`config.mk`:
```
export PLATFORM = sky130hd
export DESIGN_NAME = wer_routing
export DESIGN_NICKNAME = d
export VERILOG_FILES = /design/src/include/wer_pkg.sv /design/src/include/wer_mem_if.sv /design/src/logic/wer_state_mem.sv /design/src/logic/wer_routing.sv
export SDC_FILE = /design/constraint.sdc
export NUM_CORES = 1
export LEC_CHECK = 0
export BUFFER_PORTS_ARGS = -buffer_cell sky130_fd_sc_hd__buf_2
export CELL_PAD_IN_SITES_DETAIL_PLACEMENT = 0
export CELL_PAD_IN_SITES_GLOBAL_PLACEMENT = 1
export CORE_ASPECT_RATIO = 2
export CORE_MARGIN = 2
export CORE_UTILIZATION = 46
export CTS_CLUSTER_DIAMETER = 50
export CTS_CLUSTER_SIZE = 40
export DETAILED_ROUTE_END_ITERATION = 8
export GPL_ROUTABILITY_DRIVEN = 0
export PLACE_DENSITY = 0.87
export SLEW_MARGIN = 20
export SYNTH_ARGS = -nofsm -noshare
export SYNTH_HDL_FRONTEND = slang
export SYNTH_HIERARCHICAL = 1
export SYNTH_SLANG_ARGS = --single-unit
```
`constraint.sdc`:
```
create_clock -name core_clk -period 3.01 [get_ports core_clk]
set_input_delay 0.301 -clock core_clk [delete_from_list [all_inputs] [get_ports core_clk]]
set_output_delay 0.301 -clock core_clk [all_outputs]
set_load 0.1 [all_outputs]
```
`src/include/wer_pkg.sv`:
```
// shared constants of the wake-up event routing block
package wer_pkg;

	// ==========================================================
	// register offsets within every bank
	localparam logic [7:0] WER_OFS_EVENT_SELECT = 8'h00;
	localparam logic [7:0] WER_OFS_STATE_ENABLE = 8'h01;
	localparam logic [7:0] WER_OFS_IRQ_EN_LOW   = 8'h02;

	// ==========================================================
	// widths and counts
	localparam int unsigned WER_REG_W      = 8;
	localparam int unsigned WER_ADDR_W     = 8;
	localparam int unsigned WER_SEL_W      = 5;
	localparam int unsigned WER_NUM_EVENTS = 32;
	localparam int unsigned WER_CFG_W      = 4;
	localparam int unsigned WER_IRQ_LOW_N  = 8;
	localparam int unsigned WER_IRQ_BASE   = 16;

	// ==========================================================
	// per-event wake state field positions
	localparam int unsigned WER_BIT_ON_SOFT_OFF     = 0;
	localparam int unsigned WER_BIT_ON_SUSPEND_RAM  = 1;
	localparam int unsigned WER_BIT_PULSE_SOFT_OFF  = 2;
	localparam int unsigned WER_BIT_PULSE_SUSP_RAM  = 3;

	// ==========================================================
	// event classes: class b keeps only the two power-on enables
	localparam logic [WER_CFG_W-1:0]      WER_MASK_CLASS_A  = 4'hf;
	localparam logic [WER_CFG_W-1:0]      WER_MASK_CLASS_B  = 4'h3;
	localparam logic [WER_CFG_W-1:0]      WER_MASK_NONE     = 4'h0;
	localparam logic [WER_NUM_EVENTS-1:0] WER_EVENTS_CLASS_B = 32'h0e00_0000;
	localparam logic [WER_NUM_EVENTS-1:0] WER_EVENTS_UNUSED  = 32'h2080_0000;

	// ==========================================================
	// reset values
	localparam logic [WER_SEL_W-1:0]     WER_RST_EVENT_SELECT = 5'h00;
	localparam logic [WER_CFG_W-1:0]     WER_RST_STATE_ENABLE = 4'h0;
	localparam logic [WER_IRQ_LOW_N-1:0] WER_RST_IRQ_EN_LOW   = 8'h00;

	// ==========================================================
	// timing: power-button pulse length at the 50 mhz core clock
	localparam int unsigned WER_CLK_MHZ       = 50;
	localparam int unsigned WER_PULSE_TIME_US = 200;
	localparam int unsigned WER_PULSE_CYCLES  = WER_PULSE_TIME_US * WER_CLK_MHZ;

endpackage

```
`src/include/wer_mem_if.sv`:
```
// link between the routing logic and its per-event configuration store
`timescale 1ns/1ps
interface wer_mem_if;
	import wer_pkg::*;

	logic                                      wrEn;
	logic [WER_SEL_W-1:0]                      wrIdx;
	logic [WER_CFG_W-1:0]                      wrData;
	logic [WER_SEL_W-1:0]                      rdIdx;
	logic [WER_CFG_W-1:0]                      rdData;
	logic [WER_NUM_EVENTS-1:0][WER_CFG_W-1:0] entries;

	modport ctrl (output wrEn, output wrIdx, output wrData, output rdIdx,
		input rdData, input entries);
	modport mem  (input wrEn, input wrIdx, input wrData, input rdIdx,
		output rdData, output entries);
endinterface

```
`src/logic/wer_state_mem.sv`:
```
// per-event wake state store with a registered read port
`timescale 1ns/1ps
module wer_state_mem
	import wer_pkg::*;
(
	// clock and reset
	input wire logic core_clk,
	input wire logic reset,
	// routing side
	wer_mem_if.mem   port
);

	// ==========================================================
	// state
	typedef struct packed {
		logic [WER_NUM_EVENTS-1:0][WER_CFG_W-1:0] entry;
		logic [WER_CFG_W-1:0]                      rd;
	} wer_mem_state_t;

	wer_mem_state_t memQ;
	wer_mem_state_t memD;

	// read sees the value before a same-cycle write
	always_comb begin
		memD = memQ;
		if (port.wrEn) begin
			memD.entry[port.wrIdx] = port.wrData;
		end
		memD.rd = memQ.entry[port.rdIdx];
	end

	// every entry starts disabled
	always_ff @(posedge core_clk) begin
		if (reset) begin
			memQ <= '0;
		end else begin
			memQ <= memD;
		end
	end

	// all entries are visible at once for the event comparators
	assign port.rdData  = memQ.rd;
	assign port.entries = memQ.entry;

endmodule

```
`src/logic/wer_routing.sv`:
```
// wake-up event routing: power-button pulse, main power-on and low irq gating
//
// Operation
// - pulse button output on event in suspend-ram
// - pulse button output on event in soft-off
// - button pulse only while button mode is 0
// - actions ignore the event's own enable bit
// - power-on control on event in suspend-ram
// - power-on control on event in soft-off
// - power-on only when external select is 0
// - all wake state enables reset to disabled
// - low irq enable gates status 16-23, reset 00h
// - bit 7 routes power button to irq
// - bit 6 routes sleep button to irq
// - bit 5 routes pm key 3 to irq
// - bit 4 routes pm key 2 to irq
// - bit 3 routes any key to irq
// - bit 2 routes mouse wake to irq
// - bit 1 routes ring port 2 to irq
// - bit 0 routes ring port 1 to irq
// - wake state register follows event select index
// - class b keeps only power-on enables
`timescale 1ns/1ps
module wer_routing
	import wer_pkg::*;
#(
	parameter int unsigned PULSE_CYCLES = WER_PULSE_CYCLES
) (
	// clock and reset
	input  wire logic                      core_clk,
	input  wire logic                      reset,
	// register port
	input  wire logic [WER_ADDR_W-1:0]     regAddr,
	input  wire logic                      regWrite,
	input  wire logic                      regRead,
	input  wire logic [WER_REG_W-1:0]      regWdata,
	output logic      [WER_REG_W-1:0]      regRdata,
	output logic                           regReadValid,
	// wake event status and device state
	input  wire logic [WER_NUM_EVENTS-1:0] wakeStatus,
	input  wire logic                      inSuspendRam,
	input  wire logic                      inSoftOff,
	// loose configuration bits
	input  wire logic                      buttonOutMode,
	input  wire logic                      externalStateSelect,
	// outputs to platform
	output logic                           powerButtonOut,
	output logic                           mainPowerOnControl,
	output logic                           irq
);

	// ==========================================================
	// elaboration checks
	localparam int unsigned CNT_W = $clog2(PULSE_CYCLES + 1);

	generate
		if (PULSE_CYCLES < 1) begin : g_bad_pulse
			$error("PULSE_CYCLES must be at least one");
		end
		if (WER_NUM_EVENTS != (1 << WER_SEL_W)) begin : g_bad_sel
			$error("event select width does not cover the event count");
		end
	endgenerate

	localparam logic [CNT_W-1:0] PULSE_LOAD = CNT_W'(PULSE_CYCLES);
	localparam logic [CNT_W-1:0] CNT_ONE    = CNT_W'(1);

	// ==========================================================
	// state of the block in one record
	typedef struct packed {
		logic [WER_SEL_W-1:0]      sel;
		logic [WER_IRQ_LOW_N-1:0]  irqEn;
		logic [WER_NUM_EVENTS-1:0] prevStatus;
		logic [CNT_W-1:0]          pulseCnt;
		logic                      pulseOut;
		logic                      main_power_on_control;
		logic                      irq;
		logic [WER_REG_W-1:0]      rdata;
		logic                      rvalid;
	} wer_state_t;

	wer_state_t stateQ;
	wer_state_t stateD;

	// ==========================================================
	// configuration store
	wer_mem_if memBus ();

	wer_state_mem u_state_mem (
		.core_clk (core_clk),
		.reset    (reset),
		.port     (memBus.mem)
	);

	// ==========================================================
	// address decode
	logic selWrite;
	logic stateWrite;
	logic irqWrite;
	logic [WER_CFG_W-1:0] classMask;

	assign selWrite   = regWrite && (regAddr == WER_OFS_EVENT_SELECT);
	assign stateWrite = regWrite && (regAddr == WER_OFS_STATE_ENABLE);
	assign irqWrite   = regWrite && (regAddr == WER_OFS_IRQ_EN_LOW);

	// writable bits of the selected event; unused entries hold nothing
	always_comb begin
		if (WER_EVENTS_UNUSED[stateQ.sel]) begin
			classMask = WER_MASK_NONE;
		end else if (WER_EVENTS_CLASS_B[stateQ.sel]) begin
			classMask = WER_MASK_CLASS_B;
		end else begin
			classMask = WER_MASK_CLASS_A;
		end
	end

	// the wake state port always addresses the selected event
	assign memBus.wrEn   = stateWrite;
	assign memBus.wrIdx  = stateQ.sel;
	assign memBus.wrData = regWdata[WER_CFG_W-1:0] & classMask;
	assign memBus.rdIdx  = stateQ.sel;

	// ==========================================================
	// per-event comparators
	logic [WER_NUM_EVENTS-1:0] riseEvt;
	logic [WER_NUM_EVENTS-1:0] pulseHit;
	logic [WER_NUM_EVENTS-1:0] onHit;

	// an event counts once, on the cycle its status bit rises;
	// the event's own general-purpose enable is not consulted
	generate
		for (genvar i = 0; i < WER_NUM_EVENTS; i++) begin : g_evt
			logic [WER_CFG_W-1:0] cfg;
			assign cfg        = memBus.entries[i];
			assign riseEvt[i] = wakeStatus[i] & ~stateQ.prevStatus[i];
			assign pulseHit[i] = riseEvt[i]
				& ((inSuspendRam & cfg[WER_BIT_PULSE_SUSP_RAM])
				| (inSoftOff & cfg[WER_BIT_PULSE_SOFT_OFF]));
			assign onHit[i] = riseEvt[i]
				& ((inSuspendRam & cfg[WER_BIT_ON_SUSPEND_RAM])
				| (inSoftOff & cfg[WER_BIT_ON_SOFT_OFF]));
		end
	endgenerate

	// ==========================================================
	// low irq gating, one enable bit per status bit 16-23
	logic [WER_IRQ_LOW_N-1:0] irqHit;

	// bit n of the enable pairs with status bit 16+n:
	// 7 power button, 6 sleep button, 5 pm key 3, 4 pm key 2,
	// 3 any key, 2 mouse, 1 ring port 2, 0 ring port 1
	generate
		for (genvar j = 0; j < WER_IRQ_LOW_N; j++) begin : g_irq
			assign irqHit[j] = wakeStatus[WER_IRQ_BASE + j] & stateQ.irqEn[j];
		end
	endgenerate

	// ==========================================================
	// combined triggers
	logic pulseTrigger;
	logic onTrigger;
	logic awake;

	// the pulse path is shut while the output pin runs in its other mode
	assign pulseTrigger = (|pulseHit) & ~buttonOutMode;
	// power-on is left to an external controller when it is selected
	assign onTrigger    = (|onHit) & ~externalStateSelect;
	assign awake        = ~inSuspendRam & ~inSoftOff;

	// ==========================================================
	// next state
	always_comb begin
		stateD = stateQ;
		stateD.rvalid = 1'b0;
		stateD.prevStatus = wakeStatus;

		// register writes
		if (selWrite) begin
			stateD.sel = regWdata[WER_SEL_W-1:0];
		end else if (irqWrite) begin
			stateD.irqEn = regWdata[WER_IRQ_LOW_N-1:0];
		end

		// register reads answer one cycle later; unmapped reads give zero
		if (regRead) begin
			stateD.rvalid = 1'b1;
			if (regAddr == WER_OFS_EVENT_SELECT) begin
				stateD.rdata = {{(WER_REG_W - WER_SEL_W){1'b0}}, stateQ.sel};
			end else if (regAddr == WER_OFS_STATE_ENABLE) begin
				stateD.rdata = {{(WER_REG_W - WER_CFG_W){1'b0}}, memBus.rdData};
			end else if (regAddr == WER_OFS_IRQ_EN_LOW) begin
				stateD.rdata = stateQ.irqEn;
			end else begin
				stateD.rdata = '0;
			end
		end

		// fixed-length pulse; a new trigger during a pulse is absorbed
		// so the button input on the far side sees one clean press
		if (stateQ.pulseCnt != '0) begin
			stateD.pulseCnt = stateQ.pulseCnt - CNT_ONE;
			stateD.pulseOut = (stateQ.pulseCnt != CNT_ONE);
		end else if (pulseTrigger) begin
			stateD.pulseCnt = PULSE_LOAD;
			stateD.pulseOut = 1'b1;
		end else begin
			stateD.pulseOut = 1'b0;
		end

		// power-on holds until the device has left both sleep states;
		// a trigger can only occur asleep so set never meets clear
		if (onTrigger) begin
			stateD.main_power_on_control = 1'b1;
		end else if (awake) begin
			stateD.main_power_on_control = 1'b0;
		end

		// registered or of all enabled low status bits
		stateD.irq = |irqHit;
	end

	// ==========================================================
	// state register
	always_ff @(posedge core_clk) begin
		if (reset) begin
			stateQ       <= '0;
			stateQ.sel   <= WER_RST_EVENT_SELECT;
			stateQ.irqEn <= WER_RST_IRQ_EN_LOW;
		end else begin
			stateQ <= stateD;
		end
	end

	// ==========================================================
	// outputs come straight from the state register
	assign regRdata           = stateQ.rdata;
	assign regReadValid       = stateQ.rvalid;
	assign powerButtonOut     = stateQ.pulseOut;
	assign mainPowerOnControl = stateQ.main_power_on_control;
	assign irq                = stateQ.irq;

endmodule

```
==> impl_metrics.csv <==
group,metric,value,unit
run_status,status,"finished clean",
clock_network,cts-resized-gates,0,
routing,dr.pass1.iters,5,
routing,drt_iter0_markers,963,
synth,async_flop_share,0,
place,port_buffers,67,
die,dieHeight,211,µm
global_routing,grt_pass1_wl,47.4,mm
die,dieArea,22600,µm²
power,pwr-share-comb,0.142,
routing,ant_nets,0,
global_routing,grt_max_degree,98,
job,maxCapViolations,0,
global_routing,grt_overflow,0,
timing,clock_skew,0.0139,ns
synth,netlist.area_leader.share,0.417,
layout,seq_area,4110,µm²
timing,slew_headroom,0.241,
timing,post-route-period-util,0.773,
clock_network,hold_buffers,0,
timing,setup-violations-final,0,
power,power_frac_seq,0.514,
die,core,21000,µm²
setup_path,crit_arrival,2.73,ns
clock_network,path_clk_slew,0.10,ns
setup_path,cp.required,3.42,ns
timing,rsz0062_at_grt,"false",
layout,final_layout_size_suffix_gt1_frac,0.137,
routing,drc,0,
setup_path,cp-start-kind,"input port",
layout,final_core_util,0.515,
layout,multi_input_area,5280,µm²
clock_network,cts_setup_buffers,0,
synth,ys_ff_latch,205,
die,ioPinCount,68,
timing,final_max_slew_viol_count,0,
clock_network,cts_tree,"done",
layout,final_common_cell,"dfxtp_1",
routing,vias_per_cell,6.26,
die,rows,75,
clock_network,worstSkewPairLatency,0.48,ns
clock_network,clockRootBuffer,"clkbuf_16",
clock_network,cts_sinks,205,
global_routing,antenna_found_initial,0,
power,p_switching,1.57,mW
place,place_hpwl,22.3,mm
setup_path,path_cells,"buf_2 -> or4_4 -> nor4_1 -> buf_4 -> or3b_1 -> nor2_1 -> nand2_1 -> a21oi_1",
synth,synth_cell_types,52,
clock_network,clk_path_buf_depth,3,
die,start_util,0.468,
timing,fin_crit,2.33,ns
power,p_int,4.07,mW
timing,max_freq,0.430,GHz
layout,final_cell_mix,"203 x dfxtp_1, 174 x nand2_1, 149 x a21oi_1, 78 x nand3_1, 70 x a22oi_1",
synth,ys_top_cells_by_area,"dfxtp_1 42%, a21oi_1 7.6%, nand2_1 6.6%",
timing,setup_tns,0,ns
synth,synth_area,9840,µm²
layout,fin_nets,1224,
setup_path,crit_type,"in2reg",
routing,wl_per_cell,21.7,µm
routing,routed-via-count,9012,
power,p_clk_frac,0.345,
global_routing,grt.total_usage,0.271,
clock_network,htree_num_levels,1,
synth,avgSynthCellArea,8.54,µm²
synth,synth-edff-count,0,
global_routing,grt_pass1_vias,8297,
layout,n_antenna_cell,0,
clock_network,cts_buffers,13,
layout,synthToLayoutAreaGrowth,10.0,%
layout,fillers,2051,
synth,yosys_warnings,6,
setup_path,crit_path_max_fanout,20,
setup_path,end_kind,"flip-flop",
timing,final-hold-violation-count,0,
power,power_density,521,nW/µm²
setup_path,slowest_stage,"or3b_1",
power,switching_share,0.279,
routing,totalWireLength,31.3,mm
setup_path,max_stage_delay,0.65,ns
synth,yosys_most_used_dff,"dfxtp_1",
synth,syn_inst,1152,
hold_path,min_path_type,"in2reg",
synth,syn_nets,1211,
timing,worst_pin_slew,1.14,ns
synth,yosys.area.top_type,"dfxtp_1",
synth,ys_seq_area_frac,0.417,
power,p_leak,3.53,nW
power,ir_drop,0.000659,V
die,die_x,107,µm
critical path: cells and delay by family:
family	cells	cell delay [ns]
AOI/OAI and AO/OA	1	0.13
buffers and inverters	2	0.32
and+or+nand+nor	5	1.98
per-layer routing:
layer	global-route usage	vias to the layer above	part of all wire
li1	-	4166	-
met1	0.300	4309	0.35
met2	0.477	411	0.50
met3	0.0333	126	0.062
met4	0.182	0	0.080
met5	0	-	0
state kept, by name (all words and copies together) (netlist names), named ones only:
| signal | cells |
|---|---|
| u_state_mem/port.rdData | 4 |
| powerButtonOut | 1 |
| u_state_mem/port.entries | 128 |
| stateQ | 54 |
| regReadValid | 1 |
| memBus.rdIdx | 5 |
| regRdata | 8 |
| mainPowerOnControl | 1 |
| irq | 1 |
worst paths after layout:
check        cells past startpoint  slack (ns)       startpoint                           end
min                              2        0.04   wakeStatus[24]                    stateQ[50]
min reg2reg                      2        0.47      regRdata[3]                   regRdata[3]
max                              8        0.68       regAddr[5]  u_state_mem/port.entries[99]
max reg2reg                      5        0.84  memBus.rdIdx[1]    u_state_mem/port.rdData[2]
per-stage QoR:
stage | cell area [µm²] | setup slack (ns) | cells | hold WS, ns | power [mW]
floorplan | 9840 | 0.573 | 1152 | 0.419 | 3.53
global placement | 10400 | 0.267 | 1419 | 0.452 | 3.74
detailed placement | 10400 | 0.265 | 1419 | 0.457 | 3.75
CTS | 10800 | 0.718 | 1440 | 0.0398 | 5.66
global route | 10800 | 0.593 | 1440 | 0.0435 | 5.85
finish | 10800 | 0.682 | 1440 | 0.0406 | 5.64
power by group through the flow:
stage               Sequential (mW)  Combinational (mW)  Clock [mW]
finish                         2.90               0.798        1.94
global route                   2.91               0.879        2.05
CTS                            2.90               0.798        1.97
detailed placement             2.96               0.790           0
global placement               2.96               0.779           0
floorplan                      2.98               0.543           0
cell families (layout without fill, tap and decap cells):
logic type                 Yosys count  after routing  synth area share
xor gates and xnor gates            11             11           0.00980
DFF                                205            205             0.417
buffers and inverters              106            125            0.0504
adders and majority gates            3              3           0.00382
AOI/OAI and AO/OA                  341            341             0.202
muxes                               55             55             0.101
and+or+nand+nor                    431            431             0.216
Yosys cell counts, types with 4 or more instances:
| cell type | number |
|---|---|
| o21ai_1 | 46 |
| o22ai_1 | 34 |
| nand4_1 | 4 |
| nand2b_1 | 38 |
| o21ai_0 | 26 |
| nor2b_1 | 43 |
| mux2i_1 | 22 |
| mux4_1 | 10 |
| nand3b_1 | 7 |
| xor2_1 | 8 |
| buf_1 | 11 |
| nor2_1 | 39 |
| a22oi_1 | 70 |
| nor3b_1 | 8 |
| clkbuf_1 | 70 |
| nand2_1 | 174 |
| nand3_1 | 78 |
| nor4_1 | 11 |
| a21oi_1 | 149 |
| buf_2 | 5 |
| buf_6 | 5 |
| dfxtp_1 | 205 |
| inv_1 | 4 |
| and3_1 | 7 |
| mux4_2 | 22 |
| and3b_1 | 5 |
| buf_4 | 10 |
| nor3_1 | 6 |
area by class of cell:
type / instances / area share
Clock buffer: 15 / 0.0326
Clock inverter: 6 / 0.00740
Inverter: 4 / 0.00139
Multi-Input combinational cell: 841 / 0.488
Sequential cell: 205 / 0.380
Tap cell: 269 / 0.0311
Timing Repair Buffer: 100 / 0.0603
No activity file was read; power rests on OpenSTA's default activity.
